===== src/hw/cgcd_pkg.sv =====
// Constants shared by the counter gating and command decoder
package cgcd_pkg;
  localparam int          NCNT       = 5;
  localparam int          CNT_W      = 16;
  localparam logic [15:0] MODE_RST   = 16'h0800;
  localparam logic [15:0] TC_DOWN    = 16'h0001;
  localparam logic [15:0] TC_UP      = 16'hffff;
  // Counter mode word fields
  localparam int          CM_UP      = 3;
  localparam int          CM_REPEAT  = 5;
  localparam int          CM_RETRIG  = 7;
  localparam int          CM_SRC_LO  = 8;
  localparam int          CM_POL     = 12;
  localparam int          CM_GATE_LO = 13;
  // Gating field codes
  localparam logic [2:0]  G_NONE     = 3'h0;
  localparam logic [2:0]  G_LOWTC    = 3'h1;
  localparam logic [2:0]  G_UPPER    = 3'h2;
  localparam logic [2:0]  G_LOWER    = 3'h3;
  localparam logic [2:0]  G_HIGH     = 3'h4;
  localparam logic [2:0]  G_LOW      = 3'h5;
  localparam logic [2:0]  G_FALL     = 3'h7;
  // Command groups in the upper three command bits
  localparam logic [2:0]  OP_DPTR    = 3'h0;
  localparam logic [2:0]  OP_ARM     = 3'h1;
  localparam logic [2:0]  OP_LOAD    = 3'h2;
  localparam logic [2:0]  OP_LDARM   = 3'h3;
  localparam logic [2:0]  OP_DSAVE   = 3'h4;
  localparam logic [2:0]  OP_SAVE    = 3'h5;
  localparam logic [2:0]  OP_DISARM  = 3'h6;
  localparam logic [2:0]  OP_MISC    = 3'h7;
  localparam logic [1:0]  SUB_CLR    = 2'h0;
  localparam logic [1:0]  SUB_SET    = 2'h1;
  localparam logic [1:0]  SUB_STEP   = 2'h2;
  // Dedicated full codes
  localparam logic [7:0]  C_SEQ_OFF  = 8'he8;
  localparam logic [7:0]  C_FREQUENCY_OUTPUT_OFF = 8'hee;
  localparam logic [7:0]  C_WIDE_ON  = 8'hef;
  localparam logic [7:0]  C_SEQ_ON   = 8'he0;
  localparam logic [7:0]  C_FREQUENCY_OUTPUT_ON  = 8'he6;
  localparam logic [7:0]  C_WIDE_OFF = 8'he7;
  localparam logic [7:0]  C_PF_ON    = 8'hf8;
  localparam logic [7:0]  C_PF_OFF   = 8'hf9;
  localparam logic [7:0]  C_MRESET   = 8'hff;
endpackage


===== src/hw/cgcd_edge.sv =====
// Edge detector with selectable polarity
`timescale 1ns/10ps
module cgcd_edge (
  // Clock and reset
  input  wire logic mclk,
  input  wire logic rst_n,
  // Level in, pulse out
  input  wire logic sig,
  input  wire logic fall,
  output logic      edge_p
);
  logic prev_q;

  always_ff @(posedge mclk or negedge rst_n) begin
    if (!rst_n) begin
      prev_q <= 1'b0;
    end else begin
      prev_q <= sig;
    end
  end

  assign edge_p = fall ? (prev_q & ~sig) : (~prev_q & sig);
endmodule


===== src/hw/cgcd_counter.sv =====
// One counter: count, reload, retrigger, arm and toggle state
`timescale 1ns/10ps
module cgcd_counter (
  // Clock and reset
  input  wire logic        mclk,
  input  wire logic        rst_n,
  // Gating and source
  input  wire logic        src_edge,
  input  wire logic        level_ok,
  input  wire logic        edge_mode,
  input  wire logic        gate_edge,
  input  wire logic        retrig,
  input  wire logic        reload_hold,
  input  wire logic        up,
  input  wire logic        repeat_bit,
  // Commands
  input  wire logic        arm,
  input  wire logic        load,
  input  wire logic        ldarm,
  input  wire logic        disarm,
  input  wire logic        save,
  input  wire logic        step,
  input  wire logic        set_tog,
  input  wire logic        clr_tog,
  input  wire logic        mreset,
  input  wire logic        load_wr,
  input  wire logic [15:0] load_wdata,
  // State
  output logic      [15:0] cnt_q,
  output logic      [15:0] hold_q,
  output logic      [15:0] load_q,
  output logic             armed_q,
  output logic             tc_q,
  output logic             tog_q,
  output logic             pend_q,
  output logic             dpend_q,
  output logic             qual
);
  logic [15:0] cnt_d;
  logic [15:0] reload_val;
  logic        tc_d;
  logic        pend_d;
  logic        run_q;
  logic        gate_on;
  logic        adv;
  logic        ld_any;
  logic        at_tc;
  logic        tc_ev;
  logic        leave_tc;

  assign gate_on    = edge_mode ? run_q : level_ok;
  assign qual       = src_edge & ((armed_q & gate_on) | tc_q);
  assign adv        = qual | step;
  assign ld_any     = load | ldarm;
  assign reload_val = reload_hold ? hold_q : load_q;
  assign at_tc      = up ? (cnt_q == cgcd_pkg::TC_UP)
                         : (cnt_q == cgcd_pkg::TC_DOWN);
  assign tc_ev      = adv & ~pend_q & at_tc;
  assign leave_tc   = tc_q & (adv | ld_any);

  always_comb begin
    cnt_d  = cnt_q;
    tc_d   = tc_q;
    pend_d = pend_q;
    if (pend_q && (adv || ld_any)) begin
      cnt_d  = load_q;
      pend_d = 1'b0;
      tc_d   = 1'b0;
    end else if (ld_any) begin
      cnt_d = reload_val;
      tc_d  = 1'b0;
    end else if (adv) begin
      if (at_tc) begin
        cnt_d = reload_val;
        tc_d  = 1'b1;
      end else begin
        cnt_d = up ? 16'(cnt_q + 16'h0001) : 16'(cnt_q - 16'h0001);
        tc_d  = 1'b0;
      end
    end
    if (retrig) begin
      pend_d = 1'b1;
    end
  end

  always_ff @(posedge mclk or negedge rst_n) begin
    if (!rst_n) begin
      cnt_q   <= 16'h0000;
      hold_q  <= 16'h0000;
      load_q  <= 16'h0000;
      armed_q <= 1'b0;
      tc_q    <= 1'b0;
      tog_q   <= 1'b0;
      pend_q  <= 1'b0;
      dpend_q <= 1'b0;
      run_q   <= 1'b0;
    end else if (mreset) begin
      armed_q <= 1'b0;
      tc_q    <= 1'b0;
      pend_q  <= 1'b0;
      dpend_q <= 1'b0;
      run_q   <= 1'b0;
    end else begin
      cnt_q  <= cnt_d;
      tc_q   <= tc_d;
      pend_q <= pend_d;
      if (retrig || save) begin
        hold_q <= cnt_q;
      end
      if (load_wr) begin
        load_q <= load_wdata;
      end
      if (arm || ldarm) begin
        armed_q <= 1'b1;
      end else if ((disarm || dpend_q) && leave_tc) begin
        armed_q <= 1'b0;
      end else if (disarm && !tc_q) begin
        armed_q <= 1'b0;
      end else if (tc_ev && !repeat_bit) begin
        armed_q <= 1'b0;
      end
      if (ldarm || leave_tc) begin
        dpend_q <= 1'b0;
      end else if (disarm && tc_q) begin
        dpend_q <= 1'b1;
      end
      if (edge_mode && gate_edge) begin
        run_q <= 1'b1;
      end else if (tc_ev) begin
        run_q <= 1'b0;
      end
      if (set_tog) begin
        tog_q <= 1'b1;
      end else if (clr_tog) begin
        tog_q <= 1'b0;
      end else if (leave_tc) begin
        tog_q <= ~tog_q;
      end
    end
  end
endmodule


===== src/hw/cgcd_top.sv =====
// Counter gating, source selection and host command decoder
`timescale 1ns/10ps
module cgcd_top (
  // Clock and reset
  input  wire logic        mclk,
  input  wire logic        rst_n,
  // Host port
  input  wire logic        cmd_wr,
  input  wire logic [7:0]  cmd_data,
  input  wire logic        mode_wr,
  input  wire logic        load_wr,
  input  wire logic [2:0]  cnt_sel,
  input  wire logic [15:0] wdata,
  // Pins
  input  wire logic [4:0]  freq_in,
  input  wire logic [4:0]  source_pin,
  input  wire logic [4:0]  own_gate_pin,
  // Counter state
  output logic      [4:0]  terminal_count,
  output logic      [4:0]  counter_output_pin,
  output logic      [4:0]  armed,
  // Read data
  output logic      [15:0] mode_rdata,
  output logic      [15:0] hold_rdata,
  // Master bits
  output logic      [4:0]  data_ptr,
  output logic             sequencing_disable,
  output logic             freq_out_gate_off,
  output logic             wide_bus,
  output logic             write_prefetch
);
  // ------------------------------------------------------------
  // Reset release
  // ------------------------------------------------------------
  logic [1:0]  rst_sync_q;
  logic        rst_s_n;

  always_ff @(posedge mclk or negedge rst_n) begin
    if (!rst_n) begin
      rst_sync_q <= 2'h0;
    end else begin
      rst_sync_q <= {rst_sync_q[0], 1'b1};
    end
  end

  assign rst_s_n = rst_sync_q[1];

  // ------------------------------------------------------------
  // Command register
  // ------------------------------------------------------------
  logic [7:0]  cmd_q;
  logic        cmd_vld_q;

  always_ff @(posedge mclk or negedge rst_s_n) begin
    if (!rst_s_n) begin
      cmd_q     <= 8'h00;
      cmd_vld_q <= 1'b0;
    end else begin
      cmd_vld_q <= cmd_wr;
      if (cmd_wr) begin
        cmd_q <= cmd_data;
      end
    end
  end

  // ------------------------------------------------------------
  // Command decode
  // ------------------------------------------------------------
  logic [2:0]  op;
  logic [1:0]  sub;
  logic [2:0]  num;
  logic [4:0]  mask;
  logic [4:0]  n_hot;
  logic        misc;
  logic        dp_ld;
  logic        mreset;
  logic [4:0]  arm_v;
  logic [4:0]  load_v;
  logic [4:0]  ldarm_v;
  logic [4:0]  disarm_v;
  logic [4:0]  save_v;
  logic [4:0]  set_v;
  logic [4:0]  clr_v;
  logic [4:0]  step_v;

  assign op       = cmd_q[7:5];
  assign sub      = cmd_q[4:3];
  assign num      = cmd_q[2:0];
  assign mask     = cmd_q[4:0];
  assign misc     = cmd_vld_q && (op == cgcd_pkg::OP_MISC);
  assign dp_ld    = cmd_vld_q && (op == cgcd_pkg::OP_DPTR);
  assign mreset   = cmd_vld_q && (cmd_q == cgcd_pkg::C_MRESET);
  assign arm_v    = (cmd_vld_q && op == cgcd_pkg::OP_ARM) ? mask
                    : 5'h00;
  assign load_v   = (cmd_vld_q && op == cgcd_pkg::OP_LOAD) ? mask
                    : 5'h00;
  assign ldarm_v  = (cmd_vld_q && op == cgcd_pkg::OP_LDARM) ? mask
                    : 5'h00;
  assign disarm_v = (cmd_vld_q && (op == cgcd_pkg::OP_DISARM
                    || op == cgcd_pkg::OP_DSAVE)) ? mask : 5'h00;
  assign save_v   = (cmd_vld_q && (op == cgcd_pkg::OP_SAVE
                    || op == cgcd_pkg::OP_DSAVE)) ? mask : 5'h00;
  assign set_v    = (misc && sub == cgcd_pkg::SUB_SET) ? n_hot
                    : 5'h00;
  assign clr_v    = (misc && sub == cgcd_pkg::SUB_CLR) ? n_hot
                    : 5'h00;
  assign step_v   = (misc && sub == cgcd_pkg::SUB_STEP) ? n_hot
                    : 5'h00;

  // ------------------------------------------------------------
  // Master bits and data pointer
  // ------------------------------------------------------------
  always_ff @(posedge mclk or negedge rst_s_n) begin
    if (!rst_s_n) begin
      data_ptr           <= 5'h00;
      sequencing_disable <= 1'b0;
      freq_out_gate_off  <= 1'b0;
      wide_bus           <= 1'b0;
      write_prefetch     <= 1'b0;
    end else if (mreset) begin
      data_ptr           <= 5'h00;
      sequencing_disable <= 1'b0;
      freq_out_gate_off  <= 1'b0;
      wide_bus           <= 1'b0;
      write_prefetch     <= 1'b0;
    end else if (dp_ld) begin
      data_ptr <= mask;
    end else if (cmd_vld_q) begin
      case (cmd_q)
        cgcd_pkg::C_SEQ_OFF:  sequencing_disable <= 1'b1;
        cgcd_pkg::C_SEQ_ON:   sequencing_disable <= 1'b0;
        cgcd_pkg::C_FREQUENCY_OUTPUT_OFF: freq_out_gate_off  <= 1'b1;
        cgcd_pkg::C_FREQUENCY_OUTPUT_ON:  freq_out_gate_off  <= 1'b0;
        cgcd_pkg::C_WIDE_ON:  wide_bus           <= 1'b1;
        cgcd_pkg::C_WIDE_OFF: wide_bus           <= 1'b0;
        cgcd_pkg::C_PF_ON:    write_prefetch     <= 1'b1;
        cgcd_pkg::C_PF_OFF:   write_prefetch     <= 1'b0;
        default:              write_prefetch     <= write_prefetch;
      endcase
    end
  end

  // ------------------------------------------------------------
  // Mode words
  // ------------------------------------------------------------
  logic [15:0] mode_q [5];

  always_ff @(posedge mclk or negedge rst_s_n) begin
    if (!rst_s_n) begin
      for (int k = 0; k < cgcd_pkg::NCNT; k++) begin
        mode_q[k] <= cgcd_pkg::MODE_RST;
      end
    end else begin
      for (int k = 0; k < cgcd_pkg::NCNT; k++) begin
        if (mreset) begin
          mode_q[k] <= cgcd_pkg::MODE_RST;
        end else if (mode_wr && cnt_sel == 3'(k + 1)) begin
          mode_q[k] <= wdata;
        end
      end
    end
  end

  // ------------------------------------------------------------
  // Per-counter gating, source and counter
  // ------------------------------------------------------------
  logic [15:0] cnt_w  [5];
  logic [15:0] hold_w [5];
  logic [15:0] load_w [5];
  logic [4:0]  pend_w;
  logic [4:0]  dpend_w;
  logic [4:0]  qual_w;
  logic [4:0]  sedge_w;
  logic [4:0]  retrig_w;

  genvar i;
  generate
    for (i = 0; i < cgcd_pkg::NCNT; i++) begin : g_cnt
      localparam int LO = (i + 4) % 5;
      localparam int UP = (i + 1) % 5;
      logic [2:0]  gf;
      logic [15:0] src_vec;
      logic        gsig;
      logic        gedge;
      logic        sbit;

      assign n_hot[i] = (num == 3'(i + 1));
      assign gf       = mode_q[i][cgcd_pkg::CM_GATE_LO +: 3];
      assign gsig     = (gf == cgcd_pkg::G_LOWTC) ? terminal_count[LO]
                      : (gf == cgcd_pkg::G_UPPER) ? own_gate_pin[UP]
                      : (gf == cgcd_pkg::G_LOWER) ? own_gate_pin[LO]
                      : (gf == cgcd_pkg::G_LOW || gf == cgcd_pkg::G_FALL)
                        ? ~own_gate_pin[i]
                      : own_gate_pin[i];
      assign src_vec  = {own_gate_pin[4:2], freq_in, own_gate_pin[1:0],
                         source_pin, terminal_count[LO]};
      assign sbit     = src_vec[mode_q[i][cgcd_pkg::CM_SRC_LO +: 4]];
      assign retrig_w[i] = (gf != cgcd_pkg::G_NONE)
                         & mode_q[i][cgcd_pkg::CM_RETRIG] & gedge;

      cgcd_edge u_src (
        .mclk   (mclk),
        .rst_n  (rst_s_n),
        .sig    (sbit),
        .fall   (mode_q[i][cgcd_pkg::CM_POL]),
        .edge_p (sedge_w[i])
      );

      cgcd_edge u_gate (
        .mclk   (mclk),
        .rst_n  (rst_s_n),
        .sig    (gsig),
        .fall   (1'b0),
        .edge_p (gedge)
      );

      cgcd_counter u_cnt (
        .mclk        (mclk),
        .rst_n       (rst_s_n),
        .src_edge    (sedge_w[i]),
        .level_ok    ((gf == cgcd_pkg::G_NONE) | gsig),
        .edge_mode   (gf[2] & gf[1]),
        .gate_edge   (gedge),
        .retrig      (retrig_w[i]),
        .reload_hold ((gf == cgcd_pkg::G_NONE)
                      & mode_q[i][cgcd_pkg::CM_RETRIG]
                      & own_gate_pin[i]),
        .up          (mode_q[i][cgcd_pkg::CM_UP]),
        .repeat_bit  (mode_q[i][cgcd_pkg::CM_REPEAT]),
        .arm         (arm_v[i]),
        .load        (load_v[i]),
        .ldarm       (ldarm_v[i]),
        .disarm      (disarm_v[i]),
        .save        (save_v[i]),
        .step        (step_v[i]),
        .set_tog     (set_v[i]),
        .clr_tog     (clr_v[i]),
        .mreset      (mreset),
        .load_wr     (load_wr && cnt_sel == 3'(i + 1)),
        .load_wdata  (wdata),
        .cnt_q       (cnt_w[i]),
        .hold_q      (hold_w[i]),
        .load_q      (load_w[i]),
        .armed_q     (armed[i]),
        .tc_q        (terminal_count[i]),
        .tog_q       (counter_output_pin[i]),
        .pend_q      (pend_w[i]),
        .dpend_q     (dpend_w[i]),
        .qual        (qual_w[i])
      );
    end
  endgenerate

  // ------------------------------------------------------------
  // Read data
  // ------------------------------------------------------------
  logic [2:0]  rd_idx;

  assign rd_idx = (cnt_sel >= 3'h1 && cnt_sel <= 3'h5)
                  ? cnt_sel - 3'h1 : 3'h0;

  always_ff @(posedge mclk or negedge rst_s_n) begin
    if (!rst_s_n) begin
      mode_rdata <= 16'h0000;
      hold_rdata <= 16'h0000;
    end else begin
      mode_rdata <= mode_q[rd_idx];
      hold_rdata <= hold_w[rd_idx];
    end
  end

  // ------------------------------------------------------------
  // Assertions
  // ------------------------------------------------------------
  cmd_latch_a: assert property (
    @(posedge mclk) disable iff (!rst_s_n)
    cmd_wr |=> cmd_vld_q && cmd_q == $past(cmd_data))
    else $error("command not latched");

  arm_sets_a: assert property (
    @(posedge mclk) disable iff (!rst_s_n)
    cmd_vld_q && op == cgcd_pkg::OP_ARM && cmd_q[0] && !mreset
    |=> armed[0])
    else $error("arm did not arm counter one");

  mask_zero_a: assert property (
    @(posedge mclk) disable iff (!rst_s_n)
    cmd_vld_q && op == cgcd_pkg::OP_ARM && !cmd_q[0] && !armed[0]
    |=> !armed[0])
    else $error("zero mask bit changed arm state");

  retrig_hold_a: assert property (
    @(posedge mclk) disable iff (!rst_s_n)
    retrig_w[0] && !mreset |=> hold_w[0] == $past(cnt_w[0]))
    else $error("retrigger did not save count");

  retrig_load_a: assert property (
    @(posedge mclk) disable iff (!rst_s_n)
    pend_w[0] && qual_w[0] && !mreset
    |=> cnt_w[0] == $past(load_w[0]) && !terminal_count[0])
    else $error("retrigger reload missing");

  step_retrig_a: assert property (
    @(posedge mclk) disable iff (!rst_s_n)
    pend_w[0] && (step_v[0] || load_v[0]) && !mreset
    |=> cnt_w[0] == $past(load_w[0]))
    else $error("command did not act as source edge");

  disarm_defer_a: assert property (
    @(posedge mclk) disable iff (!rst_s_n)
    disarm_v[0] && terminal_count[0] && !qual_w[0]
    && !step_v[0] && !mreset |=> dpend_w[0] && armed[0] == $past(armed[0]))
    else $error("disarm not deferred in terminal count");

  level_gate_a: assert property (
    @(posedge mclk) disable iff (!rst_s_n)
    mode_q[0][15:13] == cgcd_pkg::G_HIGH && !own_gate_pin[0]
    && !terminal_count[0] |-> !qual_w[0])
    else $error("counted while gated off");

  dptr_load_a: assert property (
    @(posedge mclk) disable iff (!rst_s_n)
    dp_ld |=> data_ptr == $past(cmd_q[4:0]))
    else $error("data pointer not loaded");

  mreset_mode_a: assert property (
    @(posedge mclk) disable iff (!rst_s_n)
    mreset |=> mode_q[0] == cgcd_pkg::MODE_RST && !armed[0])
    else $error("master reset left mode word");

  tog_set_a: assert property (
    @(posedge mclk) disable iff (!rst_s_n)
    set_v[0] && !mreset |=> counter_output_pin[0])
    else $error("toggle not set");

  retrig_cov: cover property (
    @(posedge mclk) disable iff (!rst_s_n)
    retrig_w[0] ##[1:20] qual_w[0]);

  tc_cov: cover property (
    @(posedge mclk) disable iff (!rst_s_n)
    armed[0] ##1 terminal_count[0]);

  defer_cov: cover property (
    @(posedge mclk) disable iff (!rst_s_n)
    dpend_w[0] ##[1:20] !armed[0]);
endmodule


===== config.mk =====
export PLATFORM = sky130hd
export DESIGN_NAME = cgcd_top
export DESIGN_NICKNAME = d
export VERILOG_FILES = /design/src/hw/cgcd_pkg.sv /design/src/hw/cgcd_edge.sv /design/src/hw/cgcd_counter.sv /design/src/hw/cgcd_top.sv
export SDC_FILE = /design/constraint.sdc
export NUM_CORES = 1
export LEC_CHECK = 0
export ABC_CLOCK_PERIOD_IN_PS = 32700
export BUFFER_PORTS_ARGS = -buffer_cell sky130_fd_sc_hd__clkbuf_2
export CORE_MARGIN = 2
export CORE_UTILIZATION = 47
export DETAILED_ROUTE_END_ITERATION = 6
export SLEW_MARGIN = 20
export SYNTH_ARGS = -nofsm -noshare
export SYNTH_HDL_FRONTEND = slang
export SYNTH_HIERARCHICAL = 1
export SYNTH_SLANG_ARGS = --single-unit

===== constraint.sdc =====
create_clock -name mclk -period 32.7 [get_ports mclk]
set_input_delay 4.905 -clock mclk [delete_from_list [all_inputs] [get_ports mclk]]
set_output_delay 4.905 -clock mclk [all_outputs]
set_load 0.005 [all_outputs]

==> out/metrics.yaml, run 1 <==
power_and_ir_drop:
  leakage_uw: 0.0109
  total_power_uw: 2060
  worst_ir_drop_vdd_mv: 0.0460
  power_density_mw_per_mm2: 76.8
global_routing:
  grt_start_max_net_pins: 80
  grt_pass1_vias: 19300
  grt_remaining_overflow: 0
  grt_use_total_pct: 29.5
  grt_pass1_wl_mm: 122
  antenna_found_initial: 2
clock_tree:
  ctsHoldBuffers: 0
  tritoncts: "done"
  insertion_delay_ns: 0.59
  cts_max_level: 2
  cts_buffer_depth: 3
  cts_resized: 0
  root_buffer: "clkbuf_16"
  cts.clk_slew.worst_paths_ns: 0.06
  post-cts-setup-buffers: 0
  cts.sinks: 412
  numCtsBuffers: 47
detailed_routing:
  routed_via_density: 6.27
  wire_per_inst_um: 24.5
  drt-met1-wl_mm: 34.7
  met2_length_mm: 36.5
  met3_length_mm: 6.16
  highest_layer: "met5"
  dr.pass1.iters: 5
  drt_iter0_markers: 2301
  ant_nets: 0
  drcViolationCount: 0
  num_vias: 20300
  routed_wl_mm: 79.4
placement:
  finalWeightedCongestion: 0.944
  hpwl_mm: 55.0
  dpl_worst_slack_ns: 24.02
  port_buffers: 102
  place_area_mm2: 0.0253
timing:
  relSlewSlack_pct: 37.6
  min_period_ns: 8.17
  setup_viol: 0
  timing.final.max_slew_violations: 0
  period_share_pct: 25.0
  tightest_slew_ns: 0.936
  finClkSkew_ns: 0.0266
  fin_setup_tns_ns: 0
  clock.fmax_ghz: 0.122
  hold_viol: 0
  fin_ws_ns: 24.53
  rsz0062_at_grt: "false"
worst_setup_path:
  cp-end-kind: "flop"
  cp_cell_sequence: "clkbuf_2, mux4_2, mux4_2, nand3b_1, o21ai_2, nand2_1, o21ai_1, nand2b_1, nor2_1, and3_1, a311oi_2"
  worst_path_most_repeated_cell: "mux4_2"
  max_stage_delay_ns: 0.79
  rr_startpoint: "cmd_q[4]$_DFFE_PN0P_"
  arrival_ns: 8.59
  path_delay_family: "simple AND/OR/NAND/NOR gates"
  critical_path_class: "in2reg"
  reg2reg_depth: 8
  cp_max_fo: 16
  worst_setup_path_start_kind: "input port"
  crit_required_ns: 33.11
  r2r_end: "g_cnt[3].u_cnt/cnt_q[0]$_DFFE_PN0P_"
  ff2ff_setup_slack_ns: 28.37
  path_buf_inv: 1
  cpMaxStageDelayCell: "nor2_1"
floorplanning:
  core_mm2: 0.0514
  die_w_um: 232
  start_util_pct: 47.7
  io_pins: 103
  rows: 83
  dieHeight_um: 232
  die-area_mm2: 0.0540
yosys:
  synthCells: 2519
  synth_area_mm2: 0.0245
  yosys_warnings: 6
  syn_area_per_cell_um2: 9.73
final_layout:
  synthToLayoutAreaGrowth_pct: 9.45
  fillers: 4682
  drive_above_1_share_pct: 19.4
  final_util_pct: 52.2
  nNetsFinal: 2588
  final_area_mm2: 0.0268
run:
  cap_violations: 0
min_path:
  hp-class: "reg2reg"
  hold_depth: 0
  holdPathEnd: "rst_sync_q[1]$_DFF_PN0_"
  holdCritStartpoint: "rst_sync_q[0]$_DFF_PN0_"
outcome:
  status: "completed"
cell usage in the layout (no fill, tap or decap), drive strengths merged, types with 44 or more instances in the layout:
cell and count:
nand2b 44, a21oi 193, dfrtp 407, clkbuf 170, mux2i 117, or3 53, o21ai 121, nor2 116
o211ai 69, mux2 166, nand3 54, inv 77, nand2 297
flip-flops by register name, summed over array words and instances, names as in the netlist, 2 cells and up:
| signal | count |
|---|---|
| g_cnt.u_cnt/cnt_q | 80 |
| g_cnt.u_cnt/hold_q | 80 |
| g_cnt.u_cnt/load_q | 80 |
| mode_q | 65 |
| hold_rdata | 16 |
| mode_rdata | 16 |
| g_cnt.gf | 15 |
| cmd_q | 8 |
| data_ptr | 5 |
| g_cnt.u_cnt/armed_q | 5 |
| g_cnt.u_cnt/dpend_q | 5 |
| g_cnt.u_cnt/pend_q | 5 |
| g_cnt.u_cnt/run_q | 5 |
| g_cnt.u_cnt/tc_q | 5 |
| g_cnt.u_cnt/tog_q | 5 |
| g_cnt.u_gate/prev_q | 5 |
| g_cnt.u_src/prev_q | 5 |
| rst_sync_q | 2 |
final cells by class:
class                           count  area [um2]  area share [%]
Multi-Input combinational cell   1846       13000            48.6
Sequential cell                   412       10300            38.5
Antenna cell                        5        12.5          0.0466
Tap cell                          680         851            3.17
Clock buffer                       68        1360            5.05
Inverter                           76         288            1.07
Clock inverter                     15         164           0.611
Timing Repair Buffer              138         808            3.01
how the worst max path moves through the flow:
stage / endpoint / startpoint / slack [ns] / cells after the start
finish: g_cnt[3].u_cnt/cnt_q[0]$_DFFE_PN0P_ / own_gate_pin[3] / 24.53 / 11
global route: g_cnt[3].u_cnt/cnt_q[0]$_DFFE_PN0P_ / own_gate_pin[3] / 24.40 / 11
CTS: g_cnt[3].u_cnt/cnt_q[0]$_DFFE_PN0P_ / own_gate_pin[3] / 24.61 / 11
detailed placement: g_cnt[3].u_cnt/cnt_q[0]$_DFFE_PN0P_ / own_gate_pin[3] / 24.02 / 11
global placement: g_cnt[3].u_cnt/cnt_q[0]$_DFFE_PN0P_ / own_gate_pin[3] / 24.12 / 11
floorplan: cmd_q[0]$_DFFE_PN0P_ / rst_sync_q[1]$_DFF_PN0_ / 20.38 / 0
worst register-to-register path, delay by kind of cell (launching register included):
kind / cells / cell delay [ns]
buffers and inverters: 2 / 1.24
AO/OA/AOI/OAI: 1 / 0.18
AND/OR/NAND/NOR: 5 / 2.08
flip-flops: 1 / 0.72
through the flow:
stage	instances	hold slack, ns
2_1_floorplan	2528	0.331
3_3_place_gp	3151	0.339
3_5_place_dp	3151	0.336
4_1_cts	3234	0.349
5_1_grt	3235	0.353
6_report	3240	0.346
routing by layer:
layer	vias up	GRT usage [%]
met5	-	0
li1	9195	-
met2	784	46.0
met4	2	8.45
met1	10200	41.0
met3	121	6.64
power breakdown:
part | leakage (uW) | switching, uW | internal (uW) | total, uW
Sequential | 0.00498 | 232 | 672 | 904
Combinational | 0.00519 | 339 | 290 | 628
Clock | 0.000751 | 219 | 310 | 530
Total | 0.0109 | 790 | 1270 | 2060
No activity file was read; power rests on OpenSTA's default activity.
==> run 2, diff against run 1 <==
Settings changed: ABC_CLOCK_PERIOD_IN_PS 32700 to 7200, PLACE_DENSITY set to 0.66.
Clock period 32.7 ns to 7.2 ns, I/O delays scaled along.
==> out/metrics.yaml, run 2 (same netlist as run 1, synthesis figures left out) <==
placement:
  place_area_mm2: 0.0253  # about the same
  hpwl_mm: 53.5  # was 55.0 mm
  finalWeightedCongestion: 0.934  # was 0.944
  port_buffers: 102  # unchanged
timing:
  period_share_pct: 60.8
  clock.fmax_ghz: 0.228
  hold_viol: 0  # unchanged
  finClkSkew_ns: 0.0203  # was 0.0266 ns
  min_period_ns: 4.38
  fin_setup_tns_ns: 0  # unchanged
  setup_viol: 0  # unchanged
  timing.final.max_slew_violations: 0  # unchanged
  relSlewSlack_pct: 33.1  # was 37.6%
  tightest_slew_ns: 1.00  # was 0.936 ns
  rsz0062_at_grt: "false"  # unchanged
global_routing:
  grt_start_max_net_pins: 173  # was 80
  grt_use_total_pct: 28.9  # was 29.5%
  grt_remaining_overflow: 0  # unchanged
  antenna_found_initial: 4  # was 2
  grt_pass1_vias: 19800  # was 19300
  grt_pass1_wl_mm: 120  # was 122 mm
final_layout:
  drive_above_1_share_pct: 19.4  # about the same
  top_regs: "g_cnt.u_cnt/cnt_q (80), g_cnt.u_cnt/hold_q (80), g_cnt.u_cnt/load_q (80)"  # unchanged
  synthToLayoutAreaGrowth_pct: 9.63  # was 9.45%
  final_cell_mix: "dfrtp_1, nand2_1, a21oi_1, mux2_2, mux2i_1"  # unchanged
  mostFrequentLayoutCell: "dfrtp_1"  # unchanged
  nNetsFinal: 2588  # unchanged
  final_area_mm2: 0.0269  # was 0.0268 mm2
  fillers: 4578  # was 4682
  antennaDiodeCount: 0  # was 5
outcome:
  status: "completed"  # unchanged
clock_tree:
  insertion_delay_ns: 0.59  # about the same
  numCtsBuffers: 47  # unchanged
  post-cts-setup-buffers: 0  # unchanged
  tritoncts: "done"  # unchanged
  cts_resized: 0  # unchanged
  cts_max_level: 2  # unchanged
  root_buffer: "clkbuf_16"  # unchanged
  cts_buffer_depth: 3  # unchanged
  cts.sinks: 412  # unchanged
  cts.clk_slew.worst_paths_ns: 0.06  # about the same
  ctsHoldBuffers: 0  # unchanged
run:
  cap_violations: 0  # unchanged
worst_setup_path:
  critical_path_class: "in2reg"  # unchanged
  cp-end-kind: "flop"  # unchanged
  arrival_ns: 4.80  # was 8.59 ns
  crit_required_ns: 7.62  # was 33.11 ns
  cp_max_fo: 16  # unchanged
  worst_setup_path_start_kind: "input port"  # unchanged
  reg2reg_depth: 10  # was 8
floorplanning:
  core_mm2: 0.0514  # unchanged
  die-area_mm2: 0.0540  # unchanged
  io_pins: 103  # unchanged
  die_w_um: 232  # unchanged
  rows: 83  # unchanged
  dieHeight_um: 232  # unchanged
  start_util_pct: 47.7  # unchanged
min_path:
  hp-class: "in2async"  # was reg2reg
detailed_routing:
  drcViolationCount: 0  # unchanged
  wire_per_inst_um: 24.0  # was 24.5 um
  routed_via_density: 6.35  # was 6.27
  num_vias: 20500  # was 20300
  drt_iter0_markers: 2369  # was 2301
  dr.pass1.iters: 5  # unchanged
  routed_wl_mm: 77.8  # was 79.4 mm
  ant_nets: 0  # unchanged
power_and_ir_drop:
  power_density_mw_per_mm2: 350  # was 76.8 mW/mm2
  leakage_uw: 0.0109  # about the same
  worst_ir_drop_vdd_mv: 0.204  # was 0.0460 mV
==> run 2: cell types whose count changed in the layout (fill, tap and decap cells not counted), sizes merged <==
| cell | before | now |
|---|---|---|
| clkinv | 10 | 7 |
| inv | 77 | 76 |
| clkbuf | 170 | 174 |
| clkinvlp | 1 | 2 |
| diode | 5 | 0 |
==> run 2: critical path: stages <==
cell      delay, ns
clkbuf_2       0.22
mux4_2         0.51
mux4_2         0.54
nand3b_1       0.20
o21ai_2        0.13
nand2_1        0.09
o21ai_1        0.37
nand2b_1       0.48
nor2_1         0.81
and3_1         0.29
a311oi_2       0.05
==> run 2: area by class of cell <==
| cell class | instances | area [um2] | area share, % |
|---|---|---|---|
| multi-input cells | 1846 | 13000 | 48.5 |
| flip-flops and latches | 412 | 10300 | 38.4 |
| clock buffers | 72 | 1430 | 5.33 |
| well taps | 680 | 851 | 3.17 |
| repair buffers | 138 | 806 | 3.00 |
| inverters | 76 | 288 | 1.07 |
| clock inverters | 12 | 148 | 0.549 |
==> run 2: final timing paths <==
kind / from / to / slack (ns)
setup / recovery: own_gate_pin[4] / g_cnt[3].u_cnt/cnt_q[0]$_DFFE_PN0P_ / 2.82
max in group asynchronous: rst_sync_q[1]$_DFF_PN0_ / g_cnt[4].u_cnt/hold_q[6]$_DFFE_PN0P_ / 5.08
hold reg to reg: rst_sync_q[1]$_DFF_PN0_ / cmd_q[5]$_DFFE_PN0P_ / 0.30
setup reg to reg: g_cnt[2].u_cnt/tc_q$_DFFE_PN0P_ / g_cnt[3].u_cnt/cnt_q[0]$_DFFE_PN0P_ / 2.99
min in group mclk: rst_sync_q[0]$_DFF_PN0_ / rst_sync_q[1]$_DFF_PN0_ / 0.35
hold / removal: rst_n / rst_sync_q[1]$_DFF_PN0_ / 0.28
==> run 2: layer usage <==
metal | global-route usage [%] | up-vias | part of all wire (%) | wire [um]
met5 | 0 | - | 0.013 | 10
met3 | 5.42 | 177 | 7.6 | 5920
li1 | - | 9172 | - | -
met4 | 11.0 | 2 | 3.8 | 2990
met2 | 46.0 | 886 | 46 | 36100
met1 | 39.1 | 10300 | 42 | 32800
==> run 2: power by group <==
| group | internal, uW | total [uW] | switching (uW) | leakage, uW |
|---|---|---|---|---|
| registers | 3050 | 4110 | 1060 | 0.00498 |
| logic | 1320 | 2840 | 1520 | 0.00519 |
| clock network | 1470 | 2470 | 997 | 0.000774 |
==> run 2: metrics by stage <==
step           utilization (%)  total power (uW)  setup slack [ns]  cells  hold WS, ns
6_report                  52.3              9410              2.82   3236        0.279
5_1_grt                   52.3              9930              2.70   3236        0.265
4_1_cts                   52.3              9390              2.94   3236        0.256
3_5_place_dp              49.2              6900              2.36   3152        0.315
3_3_place_gp              49.2              6780              2.43   3152        0.309
2_1_floorplan                -              5940             0.484   2528        0.331
==> run 3, diff against run 2 <==
Settings changed: ABC_AREA set to 1, ABC_CLOCK_PERIOD_IN_PS 7200 to 4200, PLACE_DENSITY 0.66 to unset.
Clock period 7.2 ns to 4.2 ns, I/O delays scaled along.
==> out/metrics.yaml, run 3 <==
floorplanning:
  die_w_um: 240  # was 232 um
  start_util_pct: 47.5  # was 47.7%
  dieHeight_um: 240  # was 232 um
  rows: 86  # was 83
  die-area_mm2: 0.0575  # was 0.0540 mm2
  core_mm2: 0.0550  # was 0.0514 mm2
  io_pins: 103  # unchanged
worst_setup_path:
  cpMaxStageDelayCell: "nand2_1"  # was nor2_1
  cp_max_fo: 16  # unchanged
  cp_cell_sequence: "inv_1, nor2_1, nand2_1, nor2_1, nor2_1, nand3_1, nand2_1, inv_1, o21ai_1, nand2_1"  # was clkbuf_2, mux4_2, mux4_2, nand3b_1, o21ai_2, nand2_1, o21ai_1, nand2b_1, nor2_1, and3_1, a311oi_2
  arrival_ns: 3.59  # was 4.80 ns
  worst_setup_path_start_kind: "flop"  # was input port
  critical_path_class: "reg2reg"  # was in2reg
  path_delay_family: "simple AND/OR/NAND/NOR gates"  # unchanged
  cp-end-kind: "flop"  # unchanged
  path_buf_inv: 2  # was 1
  max_stage_delay_ns: 0.67  # was 0.81 ns
  crit_required_ns: 4.67  # was 7.62 ns
placement:
  hpwl_mm: 62.9  # was 53.5 mm
  finalWeightedCongestion: 0.963  # was 0.934
  port_buffers: 102  # unchanged
timing:
  clock.fmax_ghz: 0.321
  tightest_slew_ns: 1.08  # was 1.00 ns
  timing.final.max_slew_violations: 0  # unchanged
  finClkSkew_ns: 0.0175  # was 0.0203 ns
  relSlewSlack_pct: 27.9  # was 33.1%
  min_period_ns: 3.12
  rsz0062_at_grt: "false"  # unchanged
  setup_viol: 0  # unchanged
  hold_viol: 0  # unchanged
  period_share_pct: 74.2
  fin_setup_tns_ns: 0  # unchanged
detailed_routing:
  ant_nets: 0  # unchanged
  wire_per_inst_um: 19.5  # was 24.0 um
  num_vias: 25100  # was 20500
  drcViolationCount: 0  # unchanged
  routed_via_density: 5.51  # was 6.35
  routed_wl_mm: 88.8  # was 77.8 mm
  dr.pass1.iters: 6  # was 5
  drt_iter0_markers: 2662  # was 2369
yosys:
  syn_area_per_cell_um2: 6.96  # was 9.73 um2
  yosys_warnings: 6  # unchanged
  synth_area_mm2: 0.0261  # was 0.0245 mm2
  synthCells: 3751  # was 2519
min_path:
  hp-class: "in2reg"  # was in2async
global_routing:
  grt_start_max_net_pins: 100  # was 173
  antenna_found_initial: 3  # was 4
  grt_pass1_vias: 23300  # was 19800
  grt_remaining_overflow: 0  # unchanged
  grt_pass1_wl_mm: 138  # was 120 mm
  grt_use_total_pct: 31.3  # was 28.9%
final_layout:
  mostFrequentLayoutCell: "nand2_1"  # was dfrtp_1
  antennaDiodeCount: 0  # unchanged
  drive_above_1_share_pct: 10.8  # was 19.4%
  final_cell_mix: "nand2_1, dfrtp_1, nand3_1, inv_1, nor2_1"  # was dfrtp_1, nand2_1, a21oi_1, mux2_2, mux2i_1
  top_regs: "g_cnt.u_cnt/cnt_q (80), g_cnt.u_cnt/hold_q (80), g_cnt.u_cnt/load_q (80)"  # unchanged
  fillers: 5558  # was 4578
  synthToLayoutAreaGrowth_pct: 9.92  # was 9.63%
  nNetsFinal: 3841  # was 2588
clock_tree:
  insertion_delay_ns: 0.60  # was 0.59 ns
  cts.sinks: 412  # unchanged
  post-cts-setup-buffers: 0  # unchanged
  cts_resized: 0  # unchanged
  cts.clk_slew.worst_paths_ns: 0.06  # about the same
  tritoncts: "done"  # unchanged
  numCtsBuffers: 50  # was 47
  cts_max_level: 2  # unchanged
  cts_buffer_depth: 3  # unchanged
  root_buffer: "clkbuf_16"  # unchanged
run:
  cap_violations: 0  # unchanged
power_and_ir_drop:
  power_density_mw_per_mm2: 625  # was 350 mW/mm2
  leakage_uw: 0.0147  # was 0.0109 uW
  total_power_uw: 17900  # was 9410 uW
  worst_ir_drop_vdd_mv: 0.390  # was 0.204 mV
outcome:
  status: "completed"  # unchanged
==> run 3: cell type report <==
cell class              instances  area [um2]  area share [%]
clock buffers                  70        1440            5.01
clock inverters                19         258           0.898
inverters                     384        1440            5.03
multi-input cells            2782       13400            46.7
flip-flops and latches        412       10300            36.0
well taps                     748         936            3.26
repair buffers                144         891            3.10
==> run 3: worst register-to-register path: stages (launching register included) <==
cell,delay (ns)
dfrtp_1,0.49
inv_1,0.10
nor2_1,0.07
nand2_1,0.31
nor2_1,0.15
nor2_1,0.41
nand3_1,0.35
nand2_1,0.67
inv_1,0.21
o21ai_1,0.17
nand2_1,0.05
==> run 3: worst paths after layout <==
kind	startpoint	endpoint	slack [ns]	depth (start not counted)
min in group asynchronous	rst_n	rst_sync_q[1]$_DFF_PN0_	0.36	2
worst min register to register	rst_sync_q[0]$_DFF_PN0_	rst_sync_q[1]$_DFF_PN0_	0.35	0
worst min-delay path	cmd_data[4]	cmd_q[4]$_DFFE_PN0P_	0.24	3
worst max register to register	cmd_vld_q$_DFF_PN0_	g_cnt[2].u_cnt/cnt_q[1]$_DFFE_PN0P_	1.08	10
max in group asynchronous	rst_sync_q[1]$_DFF_PN0_	g_cnt[0].u_cnt/tc_q$_DFFE_PN0P_	2.78	1
worst max-delay path	cmd_vld_q$_DFF_PN0_	g_cnt[2].u_cnt/cnt_q[1]$_DFFE_PN0P_	1.08	10
==> run 3: per-stage QoR <==
step / instances / utilization [%] / hold WS, ns / worst slack, ns / area [um2]
floorplan: 3760 / - / 0.331 / 0.159 / 26200
global placement: 4469 / 49.1 / 0.331 / 1.03 / 27000
detailed placement: 4469 / 49.1 / 0.344 / 0.990 / 27000
CTS: 4559 / 52.2 / 0.220 / 1.12 / 28700
global route: 4559 / 52.2 / 0.248 / 0.721 / 28700
finish: 4559 / 52.2 / 0.241 / 1.08 / 28700
==> run 3: per-layer routing <==
layer,track usage (%),part of all wire [%]
met1,44.8,46
met2,48.1,44
met3,4.37,6.6
met4,11.5,3.8
met5,0,0
==> run 3: timing repair <==
action	4_1_cts	5_1_grt
endpoints found under the setup margin	0	0
hold buffers	1	0
hold endpoints to repair	2	0
==> run 3: power by group <==
part	leakage (uW)	total [uW]	internal, uW	switching, uW
clock	0.000834	4530	2740	1790
combinational	0.00881	6310	2260	4060
sequential	0.00501	7090	5240	1850
